$ cat src/verilog/spi_chan_pkg.sv
/*
 Constants for the serial SPI channel: register map, field positions,
 reset values, timing and enumerations.
 Assumes a 50 MHz system clock and a 32-bit AXI4-Lite register bus.
*/
package spi_chan_pkg;

  // Register byte offsets
  localparam logic [7:0] CTRL_A_OFS   = 8'h00;
  localparam logic [7:0] CTRL_B_OFS   = 8'h04;
  localparam logic [7:0] STAT_A_OFS   = 8'h08;
  localparam logic [7:0] BRATE_OFS    = 8'h0C;
  localparam logic [7:0] FIFO_OFS     = 8'h10;
  localparam logic [7:0] BGAP_OFS     = 8'h14;
  localparam logic [7:0] CGAP_OFS     = 8'h18;
  localparam logic [7:0] IRQ_LINE_OFS = 8'h1C;

  // Control A fields
  localparam int CA_CE       = 31;
  localparam int CA_RDY_IE   = 23;
  localparam int CA_BC_IE    = 22;
  localparam int CA_RX_DMA   = 21;
  localparam int CA_WLS_LO   = 16;

  // Control B fields
  localparam int CB_BGT_ON   = 31;
  localparam int CB_CGT_ON   = 30;
  localparam int CB_MODE_LO  = 20;
  localparam int CB_BITORD   = 19;
  localparam int CB_BIG_END  = 18;

  // Status A fields
  localparam int SA_RDY      = 31;
  localparam int SA_BC       = 30;
  localparam int SA_NBYTE_LO = 20;
  localparam int SA_TX_RDY   = 29;

  // Bit-rate register: divider in low bits
  localparam int BR_DIV_W    = 15;

  // Mode encodings
  localparam logic [1:0] MODE_MASTER = 2'h2;
  localparam logic [1:0] MODE_SLAVE  = 2'h3;

  // Reset values
  localparam logic [31:0] CTRL_A_RST = 32'h0000_0000;
  localparam logic [31:0] CTRL_B_RST = 32'h0000_0000;
  localparam logic [31:0] BRATE_RST  = 32'h0000_0003;

  // FIFO geometry: 32 bytes as eight words
  localparam int          RX_DEPTH   = 8;
  localparam int          RX_AW      = 3;

  // AXI responses
  localparam logic [1:0] RESP_OKAY   = 2'h0;
  localparam logic [1:0] RESP_SLVERR = 2'h2;

  // Gap timers count in microsecond ticks
  localparam int TICK_NS    = 1000;
  localparam int CLK_NS     = 20;
  localparam int TICK_CYC   = TICK_NS / CLK_NS;

  typedef enum logic [1:0] {
    SPI_IDLE  = 2'b00,
    SPI_LOW   = 2'b01,
    SPI_HIGH  = 2'b10,
    SPI_DONE  = 2'b11
  } spi_state_t;

endpackage
$ cat src/verilog/spi_chan.sv
/*
 SPI master channel with receive word FIFO behind an AXI4-Lite slave.
 Assumes one 50 MHz clock; the transmit byte source is a valid/ready
 stream from the transmit FIFO outside; the slave input is asynchronous.
*/
`timescale 1ns/1ps
module spi_chan #(
  parameter int DMA_CHANNEL = 7
) (
  // Clock and reset
  input  wire logic        aclk,
  input  wire logic        aresetn,
  // AXI4-Lite slave
  input  wire logic [7:0]  s_awaddr,
  input  wire logic        s_awvalid,
  output logic             s_awready,
  input  wire logic [31:0] s_wdata,
  input  wire logic [3:0]  s_wstrb,
  input  wire logic        s_wvalid,
  output logic             s_wready,
  output logic [1:0]       s_bresp,
  output logic             s_bvalid,
  input  wire logic        s_bready,
  input  wire logic [7:0]  s_araddr,
  input  wire logic        s_arvalid,
  output logic             s_arready,
  output logic [31:0]      s_rdata,
  output logic [1:0]       s_rresp,
  output logic             s_rvalid,
  input  wire logic        s_rready,
  // Transmit byte stream
  input  wire logic [7:0]  tx_byte,
  input  wire logic        tx_valid,
  output logic             tx_ready,
  // SPI pins
  output logic             spi_clk,
  output logic             spi_sel_n,
  output logic             spi_mosi,
  input  wire logic        spi_miso,
  // Interrupt and DMA request
  output logic             rx_irq,
  output logic             rx_dma_req
);

  ////////////////////////////////////////////////////////////////////////
  logic [31:0] ctrl_a_q, ctrl_b_q, brate_q, bgap_q, cgap_q;
  logic        line_en_q;
  logic [31:0] fifo_mem [spi_chan_pkg::RX_DEPTH];
  logic [2:0]  fifo_cnt_mem [spi_chan_pkg::RX_DEPTH];
  logic [spi_chan_pkg::RX_AW:0] wp_q, rp_q;
  logic        closed_q;
  logic [31:0] pack_q;
  logic [2:0]  npack_q;
  logic        miso_s1_q, miso_s2_q;
  spi_chan_pkg::spi_state_t st_q;
  logic [14:0] div_q;
  logic [2:0]  bit_q;
  logic [7:0]  sh_tx_q, sh_rx_q;
  logic [31:0] bgap_cnt_q, cgap_cnt_q;
  logic [5:0]  tick_q;
  logic        bgap_run_q, cgap_run_q;
  logic        aw_q, w_q;
  logic [7:0]  awaddr_q;
  logic [31:0] wdata_q;
  logic [3:0]  wstrb_q;

  ////////////////////////////////////////////////////////////////////////
  wire enabled   = ctrl_a_q[spi_chan_pkg::CA_CE];
  // Slave mode code idles the engine; no slave path here
  wire master    = ctrl_b_q[spi_chan_pkg::CB_MODE_LO +: 2]
                   == spi_chan_pkg::MODE_MASTER;
  wire run       = enabled && master;
  wire big_end   = ctrl_b_q[spi_chan_pkg::CB_BIG_END];
  wire lsb_first = ctrl_b_q[spi_chan_pkg::CB_BITORD];
  wire fifo_empty = wp_q == rp_q;
  wire fifo_full  = wp_q == {~rp_q[spi_chan_pkg::RX_AW],
                             rp_q[spi_chan_pkg::RX_AW-1:0]};
  wire rx_rdy     = !fifo_empty && !closed_q;
  wire [2:0] head_cnt = fifo_cnt_mem[rp_q[spi_chan_pkg::RX_AW-1:0]];
  wire div_hit    = div_q == brate_q[spi_chan_pkg::BR_DIV_W-1:0];
  wire tick       = tick_q == 6'(spi_chan_pkg::TICK_CYC - 1);

  // Byte completion and packing
  wire        rx_rise   = (st_q == spi_chan_pkg::SPI_LOW) && div_hit;
  wire [7:0]  rx_next   = lsb_first ? {miso_s2_q, sh_rx_q[7:1]}
                                    : {sh_rx_q[6:0], miso_s2_q};
  wire        byte_done = rx_rise && bit_q == 3'h7;
  wire [1:0]  slot      = npack_q[1:0];
  wire [31:0] pack_ins  = big_end
                          ? (pack_q | ({24'h0, rx_next} << (5'(3 - slot) * 8)))
                          : (pack_q | ({24'h0, rx_next} << (5'(slot) * 8)));
  wire        bgap_exp  = bgap_run_q && tick && bgap_cnt_q == 32'h1;
  wire        cgap_exp  = cgap_run_q && tick && cgap_cnt_q == 32'h1;
  wire        flush     = (bgap_exp || cgap_exp) && npack_q != 3'h0;
  wire        push_full = byte_done && npack_q == 3'h3;
  wire        push      = (push_full || (flush && !byte_done)) && !fifo_full;

  // AXI decode
  wire wr_go   = aw_q && w_q && !s_bvalid;
  wire rd_go   = s_arvalid && s_arready;
  wire rd_fifo = rd_go && s_araddr == spi_chan_pkg::FIFO_OFS;
  wire pop     = rd_fifo && rx_rdy;
  wire bc_wr   = wr_go && awaddr_q == spi_chan_pkg::STAT_A_OFS
                 && wdata_q[spi_chan_pkg::SA_BC];
  // Count field reads zero while no word is ready
  wire [31:0] stat_a = {rx_rdy, closed_q, tx_valid, 6'h0,
                        (rx_rdy ? head_cnt : 3'h0), 20'h0};
  logic [31:0] rd_val;
  logic        rd_ok;
  always_comb begin
    rd_ok  = 1'b1;
    rd_val = 32'h0;
    unique case (s_araddr)
      spi_chan_pkg::CTRL_A_OFS:   rd_val = ctrl_a_q;
      spi_chan_pkg::CTRL_B_OFS:   rd_val = ctrl_b_q;
      spi_chan_pkg::STAT_A_OFS:   rd_val = stat_a;
      spi_chan_pkg::BRATE_OFS:    rd_val = brate_q;
      spi_chan_pkg::FIFO_OFS:
        rd_val = pop ? fifo_mem[rp_q[spi_chan_pkg::RX_AW-1:0]] : 32'h0;
      spi_chan_pkg::BGAP_OFS:     rd_val = bgap_q;
      spi_chan_pkg::CGAP_OFS:     rd_val = cgap_q;
      spi_chan_pkg::IRQ_LINE_OFS: rd_val = {31'h0, line_en_q};
      default:                    rd_ok  = 1'b0;
    endcase
  end

  ////////////////////////////////////////////////////////////////////////
  // AXI write channel: address and data taken in either order
  always_ff @(posedge aclk) begin
    if (!aresetn) begin
      aw_q <= 1'b0;
      w_q <= 1'b0;
      awaddr_q <= 8'h0;
      wdata_q <= 32'h0;
      wstrb_q <= 4'h0;
      s_awready <= 1'b0;
      s_wready <= 1'b0;
      s_bvalid <= 1'b0;
      s_bresp <= spi_chan_pkg::RESP_OKAY;
    end else begin
      s_awready <= !aw_q && !s_awready && s_awvalid;
      s_wready <= !w_q && !s_wready && s_wvalid;
      if (s_awvalid && s_awready) begin
        aw_q <= 1'b1;
        awaddr_q <= s_awaddr;
      end
      if (s_wvalid && s_wready) begin
        w_q <= 1'b1;
        wdata_q <= s_wdata;
        wstrb_q <= s_wstrb;
      end
      if (wr_go) begin
        aw_q <= 1'b0;
        w_q <= 1'b0;
        s_bvalid <= 1'b1;
        s_bresp <= (awaddr_q > spi_chan_pkg::IRQ_LINE_OFS)
                   ? spi_chan_pkg::RESP_SLVERR : spi_chan_pkg::RESP_OKAY;
      end else if (s_bready) begin
        s_bvalid <= 1'b0;
      end
    end
  end

  // Registers; partial strobes ignored, word writes only
  always_ff @(posedge aclk) begin
    if (!aresetn) begin
      ctrl_a_q <= spi_chan_pkg::CTRL_A_RST;
      ctrl_b_q <= spi_chan_pkg::CTRL_B_RST;
      brate_q <= spi_chan_pkg::BRATE_RST;
      bgap_q <= 32'h0;
      cgap_q <= 32'h0;
      line_en_q <= 1'b0;
    end else if (wr_go && wstrb_q == 4'hF) begin
      unique case (awaddr_q)
        spi_chan_pkg::CTRL_A_OFS:   ctrl_a_q <= wdata_q;
        spi_chan_pkg::CTRL_B_OFS:   ctrl_b_q <= wdata_q;
        spi_chan_pkg::BRATE_OFS:    brate_q <= wdata_q;
        spi_chan_pkg::BGAP_OFS:     bgap_q <= wdata_q;
        spi_chan_pkg::CGAP_OFS:     cgap_q <= wdata_q;
        spi_chan_pkg::IRQ_LINE_OFS: line_en_q <= wdata_q[0];
        default: ;
      endcase
    end
  end

  // AXI read channel, one cycle answer
  always_ff @(posedge aclk) begin
    if (!aresetn) begin
      s_arready <= 1'b0;
      s_rvalid <= 1'b0;
      s_rdata <= 32'h0;
      s_rresp <= spi_chan_pkg::RESP_OKAY;
    end else begin
      s_arready <= !s_arready && !s_rvalid && s_arvalid;
      if (rd_go) begin
        s_rvalid <= 1'b1;
        s_rdata <= rd_val;
        s_rresp <= rd_ok ? spi_chan_pkg::RESP_OKAY
                         : spi_chan_pkg::RESP_SLVERR;
      end else if (s_rready) begin
        s_rvalid <= 1'b0;
      end
    end
  end

  ////////////////////////////////////////////////////////////////////////
  // Receive FIFO; channel disable empties it
  always_ff @(posedge aclk) begin
    if (!aresetn || !enabled) begin
      wp_q <= '0;
      rp_q <= '0;
    end else begin
      if (push) begin
        fifo_mem[wp_q[spi_chan_pkg::RX_AW-1:0]] <=
          push_full ? pack_ins : pack_q;
        fifo_cnt_mem[wp_q[spi_chan_pkg::RX_AW-1:0]] <=
          push_full ? 3'h4 : npack_q;
        wp_q <= wp_q + 1'b1;
      end
      if (pop) rp_q <= rp_q + 1'b1;
    end
  end

  // Closed flag: set wins over the software clear
  always_ff @(posedge aclk) begin
    if (!aresetn || !enabled) closed_q <= 1'b0;
    else if (flush && push) closed_q <= 1'b1;
    else if (bc_wr) closed_q <= 1'b0;
  end

  // Packing register
  always_ff @(posedge aclk) begin
    if (!aresetn || !enabled) begin
      pack_q <= 32'h0;
      npack_q <= 3'h0;
    end else if (push) begin
      pack_q <= 32'h0;
      npack_q <= 3'h0;
    end else if (byte_done && npack_q != 3'h4) begin
      pack_q <= pack_ins;
      npack_q <= npack_q + 3'h1;
    end
  end

  ////////////////////////////////////////////////////////////////////////
  // Gap timers in microsecond ticks
  always_ff @(posedge aclk) begin
    if (!aresetn || !enabled) begin
      tick_q <= 6'h0;
      bgap_run_q <= 1'b0;
      cgap_run_q <= 1'b0;
      bgap_cnt_q <= 32'h0;
      cgap_cnt_q <= 32'h0;
    end else begin
      tick_q <= tick ? 6'h0 : tick_q + 6'h1;
      if (byte_done && npack_q == 3'h0 && !bgap_run_q) begin
        bgap_run_q <= ctrl_b_q[spi_chan_pkg::CB_BGT_ON];
        bgap_cnt_q <= bgap_q;
      end else if (push) begin
        bgap_run_q <= 1'b0;
      end else if (bgap_run_q && tick) begin
        bgap_cnt_q <= bgap_cnt_q - 32'h1;
      end
      if (byte_done) begin
        cgap_run_q <= ctrl_b_q[spi_chan_pkg::CB_CGT_ON];
        cgap_cnt_q <= cgap_q;
      end else if (push) begin
        cgap_run_q <= 1'b0;
      end else if (cgap_run_q && tick) begin
        cgap_cnt_q <= cgap_cnt_q - 32'h1;
      end
    end
  end

  ////////////////////////////////////////////////////////////////////////
  // SPI master engine; each half period is divider+1 clocks
  always_ff @(posedge aclk) begin
    miso_s1_q <= spi_miso;
    miso_s2_q <= miso_s1_q;
  end

  always_ff @(posedge aclk) begin
    if (!aresetn || !run) begin
      st_q <= spi_chan_pkg::SPI_IDLE;
      div_q <= 15'h0;
      bit_q <= 3'h0;
      sh_tx_q <= 8'h0;
      sh_rx_q <= 8'h0;
      spi_clk <= 1'b0;
      spi_sel_n <= 1'b1;
      spi_mosi <= 1'b0;
      tx_ready <= 1'b0;
    end else begin
      tx_ready <= 1'b0;
      div_q <= div_hit ? 15'h0 : div_q + 15'h1;
      unique case (st_q)
        spi_chan_pkg::SPI_IDLE: begin
          spi_sel_n <= 1'b1;
          div_q <= 15'h0;
          if (tx_valid && !tx_ready && !fifo_full) begin
            tx_ready <= 1'b1;
            sh_tx_q <= lsb_first ? {1'b0, tx_byte[7:1]}
                                 : {tx_byte[6:0], 1'b0};
            spi_mosi <= lsb_first ? tx_byte[0] : tx_byte[7];
            spi_sel_n <= 1'b0;
            bit_q <= 3'h0;
            st_q <= spi_chan_pkg::SPI_LOW;
          end
        end
        spi_chan_pkg::SPI_LOW: if (div_hit) begin
          spi_clk <= 1'b1;
          sh_rx_q <= rx_next;
          st_q <= (bit_q == 3'h7) ? spi_chan_pkg::SPI_DONE
                                  : spi_chan_pkg::SPI_HIGH;
        end
        spi_chan_pkg::SPI_HIGH: if (div_hit) begin
          spi_clk <= 1'b0;
          spi_mosi <= lsb_first ? sh_tx_q[0] : sh_tx_q[7];
          sh_tx_q <= lsb_first ? {1'b0, sh_tx_q[7:1]}
                               : {sh_tx_q[6:0], 1'b0};
          bit_q <= bit_q + 3'h1;
          st_q <= spi_chan_pkg::SPI_LOW;
        end
        spi_chan_pkg::SPI_DONE: if (div_hit) begin
          spi_clk <= 1'b0;
          spi_sel_n <= 1'b1;
          st_q <= spi_chan_pkg::SPI_IDLE;
        end
      endcase
    end
  end

  ////////////////////////////////////////////////////////////////////////
  // Interrupt and DMA request
  always_ff @(posedge aclk) begin
    if (!aresetn) begin
      rx_irq <= 1'b0;
      rx_dma_req <= 1'b0;
    end else begin
      rx_irq <= line_en_q &&
                ((rx_rdy && ctrl_a_q[spi_chan_pkg::CA_RDY_IE]) ||
                 (closed_q && ctrl_a_q[spi_chan_pkg::CA_BC_IE]));
      rx_dma_req <= rx_rdy && ctrl_a_q[spi_chan_pkg::CA_RX_DMA];
    end
  end

endmodule

$ cat config.mk
export PLATFORM = sky130hd
export DESIGN_NAME = spi_chan
export DESIGN_NICKNAME = d
export VERILOG_FILES = /design/src/verilog/spi_chan_pkg.sv /design/src/verilog/spi_chan.sv
export SDC_FILE = /design/constraint.sdc
export NUM_CORES = 1
export LEC_CHECK = 0
export BUFFER_PORTS_ARGS = -buffer_cell sky130_fd_sc_hd__buf_2
export CAP_MARGIN = 20
export CORE_ASPECT_RATIO = 1.1
export CORE_MARGIN = 8
export CORE_UTILIZATION = 50
export DETAILED_ROUTE_END_ITERATION = 8
export PLACE_DENSITY = 0.67
export SETUP_SLACK_MARGIN = 0.1
export SLEW_MARGIN = 25
export SYNTH_ARGS = -nofsm -noshare
export SYNTH_HDL_FRONTEND = slang
export SYNTH_SLANG_ARGS = --single-unit
$ cat constraint.sdc
create_clock -name aclk -period 6.9 [get_ports aclk]
set_clock_uncertainty 0.15 [all_clocks]
set_input_delay 1.035 -clock aclk [delete_from_list [all_inputs] [get_ports aclk]]
set_output_delay 1.035 -clock aclk [all_outputs]
set_load 0.05 [all_outputs]
### Yosys cells after proc, flatten, opt, wreduce, memory -nomap -nowiden

Memories as Yosys holds them, arrays and structs flattened. A register that Yosys moved wholly into a read port is not among the register bits.
Index checks and enable logic that the tools add are counted.

* register bits: 408
* RAM bits: 280
* input port bits: 69
* output and inout bits: 47
* logic and storage cells: 246
* memories: 2

Memory list
* fifo_mem: words 8, bits a word 32, rd ports 1, clocked after memory_dff 1, write ports 1, line spi_chan.sv:48 `logic [31:0] fifo_mem [spi_chan_pkg::RX_DEPTH];`
* fifo_cnt_mem: words 8, bits a word 3, rd ports 1, clocked after memory_dff 1, write ports 1, line spi_chan.sv:49 `logic [2:0] fifo_cnt_mem [spi_chan_pkg::RX_DEPTH];`

* $add $sub $neg: 9
* order comparisons: 1
* equal/unequal tests: 34
* shift-type cells: 2
* muxes and demuxes: 57
* bitwise operators: 5
* reductions and logical operators: 94

Operators by type and width (number)
* $mux W32: 9
* $pmux W32 S8: 1
* $eq A32 B1 Y1 const B: 2
* $or A32 B32 Y32: 2
* $sub A32 B1 Y32 const B: 2
* $eq A8 B5 Y1 const B: 7
* $mux W8: 5
* $logic_and A1 B1 Y1: 38
* $eq A8 B4 Y1 const B: 4
* $shl A8 B5 Y32: 1
* $shl A8 B8 Y32: 1
* $mux W3: 8
* $mux W1: 22
* $reduce_and A2 Y1: 10
* $reduce_bool A2 Y1: 10
* $eq A8 B3 Y1 const B: 2
* $logic_not A1 Y1: 16
* $logic_not A8 Y1: 2
* $pmux W8 S2: 1
* $add A15 B1 Y15 const B: 1
* $eq A15 B15 Y1: 1
* $mux W2: 6
* $ne A2 B2 Y1 const B: 5
* $reduce_or A2 Y1: 5
* other kinds (26): 41

### Depth between registers and ports, before layout

* depth in word-level cells: 11
* mapped depth: 12
* depth with buffers taken out: 10

### Worst setup path before layout

No wires, ideal clock.

* path type: register to register
* from: reg cgap_cnt_q[4]
* to: mem fifo_cnt_mem[4][0] (enable)
* setup time: 0.478 ns
* data arrival time: 5.061 ns
* required time: 6.272 ns
* path slack: 1.211 ns
* stages on the path, launching flop included: 9
* path buffers: 1
* period minus slack after synthesis: 5.689 ns
* path through: dfxtp_1 > or4_4 > or3_4 > nor4b_4 > a32oi_1 > a211oi_2 > buf_6 > nand3b_2 > nor3b_1

* longest elaborated chain between the ends: 10

Ends and longest elaborated chain
* start: declaration: line spi_chan.sv:59 `logic [31:0] bgap_cnt_q, cgap_cnt_q;`
* start signal: assignment: line spi_chan.sv:266 `cgap_cnt_q <= cgap_q;`
* start signal: assignment: line spi_chan.sv:270 `cgap_cnt_q <= cgap_cnt_q - 32'h1;`
* $eq A32 B1 Y1: line spi_chan.sv:93 `wire cgap_exp = cgap_run_q && tick && cgap_cnt_q == 32'h1;`
* $logic_and A1 B1 Y1: line spi_chan.sv:93
* $logic_or A1 B1 Y1: line spi_chan.sv:94 `wire flush = (bgap_exp || cgap_exp) && npack_q != 3'h0;`
* $logic_and A1 B1 Y1: line spi_chan.sv:94
* $logic_and A1 B1 Y1: line spi_chan.sv:96 `wire push = (push_full || (flush && !byte_done)) && !fifo_full;`
* $logic_or A1 B1 Y1: line spi_chan.sv:96
* $logic_and A1 B1 Y1: line spi_chan.sv:96
* $mux W1: line spi_chan.sv:213 `if (push) begin`
* $mux W1: line spi_chan.sv:209 `if (!aresetn || !enabled) begin`
* $mux W1: line spi_chan.sv:217 `push_full ? 3'h4 : npack_q;`
* end: declaration: line spi_chan.sv:49

No other way between the ends.

### Worst setup path after layout

* from: reg div_q[2]
* to: mem fifo_cnt_mem[6][1] (enable)

* longest elaborated chain between the ends: 10
* elaborated cells between the ends (all ways): 11
* those cells by class: 1 x eq/ne; 3 x mux; 7 x reduce/logical

Ends and longest elaborated chain
* start: declaration: line spi_chan.sv:56 `logic [14:0] div_q;`
* start signal: assignment: line spi_chan.sv:295 `div_q <= div_hit ? 15'h0 : div_q + 15'h1;`
* $eq A15 B15 Y1 *: line spi_chan.sv:80 `wire div_hit = div_q == brate_q[spi_chan_pkg::BR_DIV_W-1:0];`
* $logic_and A1 B1 Y1 *: line spi_chan.sv:84 `wire rx_rise = (st_q == spi_chan_pkg::SPI_LOW) && div_hit;`
* $logic_and A1 B1 Y1 *: line spi_chan.sv:87 `wire byte_done = rx_rise && bit_q == 3'h7;`
* $logic_not A1 Y1: line spi_chan.sv:96
* $logic_and A1 B1 Y1: line spi_chan.sv:96
* $logic_or A1 B1 Y1 *: line spi_chan.sv:96
* $logic_and A1 B1 Y1 *: line spi_chan.sv:96
* $mux W1 *: line spi_chan.sv:213
* $mux W1 *: line spi_chan.sv:209
* $mux W1 *: line spi_chan.sv:217

Every way passes the cells marked *; elsewhere a longest branch is shown, timed or not.

==> summary.txt <==
Clock network
  – H-tree depth: 3
  – Clock Latency Late Sink: 0.62 ns
  – Cts repair resizes: 0
  – Hold buffers post-CTS: 0
  – CTS max path bufs: 3
  – CTS tree: done
  – Post CTS Setup Buffer Count: 0
  – Clock Tree Root: clkbuf_16
  – Clk sinks: 689
  – Total CTS buffers: 72
  – Clock Pin Slew Worst Setup and Hold Paths: 0.06 ns

Synthesis
  – Post-synth EDFFs: 280
  – Syn Inst Count: 2639
  – Adder-Cell Fraction of Synth Area: 0.610%
  – Yosys reg bits: 689
  – Synthesis Warnings: 0
  – Sequential element share of the synthesized area: 57.8%
  – Mux contribution to synthesized area: 7.66%
  – Main combinational cell family by area after synthesis: compound AO/OA/AOI/OAI gates
  – Top post-synthesis cells by area: edfxtp_1, dfxtp_1, nand2_1, a21boi_0, mux4_2
  – Post-synth top flop: dfxtp_1
  – Synth unique cells: 72
  – Cell accounting for the most synthesized area: edfxtp_1
  – Async SR Flop Fraction: 0%
  – Simple-gate area share of the yosys netlist: 14.2%
  – Xor/xnor share of the synthesized area: 2.69%
  – Share of the synthesized area in the top cell type: 29.3%
  – Synth Cell Area: 28700 µm²
  – Syn avg cell area: 10.9 µm²
  – Compound-gate portion of the synthesized area: 14.5%

STA
  – Setup-failing EPs final: 0
  – RSZ-0062 raised after global routing: false
  – Final hold violation count: 0
  – Min Tclk post-route: 4.93 ns
  – Measured slew at the worst slew-check pin: 1.06 ns
  – Period utilization: 71.4%
  – Max-slew violations: 0
  – FMAX: 203 MHz
  – Relative slew slack: 29.1%
  – Sum Neg Setup Slack: 0 ns

Layout
  – Nets@finish: 2772
  – Commonest non-fill, non-tap cells in the layout: nand2_1, dfxtp_1, edfxtp_1
  – Antenna cells: 0
  – Fin util: 56.9%
  – Fillers: 4733
  – Area growth syn-to-layout: 12.9%
  – Fin area: 32400 µm²
  – Most common cell after layout, fill and taps aside: nand2_1
  – Layout cells sized above 1: 14.2%

Critical path
  – Crit Path Max Fanout: 57
  – Data arrival time of the critical path: 5.08 ns
  – CP Launch Type: register
  – Crit. End Element: register
  – WS Path Type: register to register
  – CP Data Required Time: 7.05 ns

Run status
  – Run status: completed

Power and ir drop
  – LEAKAGE: 0.0113 µW
  – Maximum vdd drop: 0.236 mV
  – Pwr/cell area: 258 nW/µm²

Routing
  – DR WL/cell: 22.8 µm
  – Drt pass-1 iters: 6
  – Number of DRC markers in iteration 0: 2060
  – Antenna Nets Post-Route: 0
  – WL final: 79900 µm
  – Vias/cell: 5.95
  – DR vias: 20800
  – Drt drc: 0

Die
  – Row count: 92
  – Ports: 116
  – Total Die Area: 65300 µm²
  – Die width: 244 µm
  – Initial Utilization: 50.4%
  – Die height: 267 µm
  – Core ar.: 57000 µm²

Global route
  – Largest net degree at the start of global routing: 129
  – Vias in the first global route: 20500
  – Global-route met2 utilization: 41.2%
  – Grt ovf: 0
  – Initial antenna violation count: 0
  – GRT Total Usage: 24.0%
  – Global-route wire length before repair: 122000 µm
  – Met3 GRT Util: 3.78%
  – Routing usage on met1: 30.0%
  – Top Usage Layer GRT: met2

Place
  – Final HPWL DP: 52300 µm
  – Cell Area, Placed: 29900 µm²
  – I/O Buffers: 113
  – RePlAce Congestion: 0.905

Hold path
  – Hold/Removal Path Class: register to register

Job
  – MaxCap Viol Count: 0
==> state kept, by name, summed over array words and instances (netlist names), 2 cells and up, named ones only <==
signal        cells
sh_tx_q           8
wdata_q          32
ctrl_b_q         32
brate_q          32
rp_q              4
div_q            15
wstrb_q           4
fifo_mem        256
awaddr_q          8
bit_q             3
bgap_q           32
fifo_cnt_mem     24
pack_q           32
cgap_cnt_q       32
sh_rx_q           8
s_rdata          32
ctrl_a_q         32
cgap_q           32
npack_q           3
bgap_cnt_q       32
tick_q            6
st_q              2
wp_q              4
==> worst max-delay path, cell delays in order, from the launching register on <==
cell	delay, ns
dfxtp_1	0.41
xor2_1	0.13
nor4_1	0.38
nand4_1	0.49
or2_2	0.45
buf_4	0.29
a211oi_4	0.80
nand3b_2	0.32
nor2_4	0.82
buf_4	0.33
==> synthesized netlist by cell type, types with 5 or more instances <==
cell type,n
a211oi_1,12
a21boi_0,233
a21oi_1,111
a222oi_1,29
a22oi_1,42
a31oi_1,6
and3_1,19
buf_1,14
buf_4,5
clkbuf_1,146
dfxtp_1,409
edfxtp_1,280
ha_1,14
inv_1,14
mux2_2,8
mux2i_1,53
mux4_2,70
nand2_1,528
nand2b_1,8
nand3_1,59
nand4_1,15
nand4b_1,5
nor2_1,157
nor2b_1,9
nor3_1,40
nor3b_1,7
nor4_1,15
o211ai_1,11
o21ai_0,100
o21bai_1,33
or2_2,5
or3_1,24
or4_1,7
xnor2_1,36
xor2_1,52
==> worst paths after layout <==
check	start	endpoint	slack [ns]	cells past startpoint
setup reg to reg	div_q[2]	fifo_cnt_mem[6][1]	1.97	9
setup / recovery	div_q[2]	fifo_cnt_mem[6][1]	1.97	9
hold / removal	miso_s1_q	miso_s2_q	0.19	0
hold reg to reg	miso_s1_q	miso_s2_q	0.19	0
==> per-layer routing <==
layer  vias to the layer above  routed length, µm
met3                       180               5430
met1                     10300              32000
met4                         0               3080
li1                       9591                  -
met5                         -                  0
met2                       783              39300
==> power breakdown <==
part	switching, µW	internal [µW]
clock network	1610	2410
registers	16.8	4210
logic	66.7	44.8
total	1690	6670
==> cells by family (layout without fill, tap and decap cells) <==
logic type / after synthesis / after routing
and+or+nand+nor: 926 / 926
buffers and inverters: 185 / 292
adders and majority gates: 14 / 14
xor gates and xnor gates: 88 / 88
AOI/OAI and AO/OA: 605 / 605
muxes: 131 / 131
other: 1 / 2
DFF: 689 / 689
==> metrics by stage <==
stage / cells / hold slack (ns) / worst slack (ns) / total power (µW)
3_5_place_dp: 3367 / 0.183 / 2.15 / 4430
3_3_place_gp: 3366 / 0.170 / 1.87 / 4430
6_report: 3499 / 0.190 / 1.97 / 8360
5_1_grt: 3499 / 0.201 / 1.88 / 8580
4_1_cts: 3499 / 0.195 / 2.13 / 8410
2_1_floorplan: 2640 / 0.160 / 1.21 / 4380
==> final cells by class <==
class | count | area [µm²] | area share, %
Sequential cell | 689 | 16600 | 51.2
Multi-Input combinational cell | 1766 | 11500 | 35.5
Clock buffer | 103 | 2120 | 6.55
Tap cell | 752 | 941 | 2.90
Timing Repair Buffer | 145 | 836 | 2.58
Clock inverter | 29 | 348 | 1.07
Inverter | 15 | 56.3 | 0.174
(Power assumes the default switching activity.)
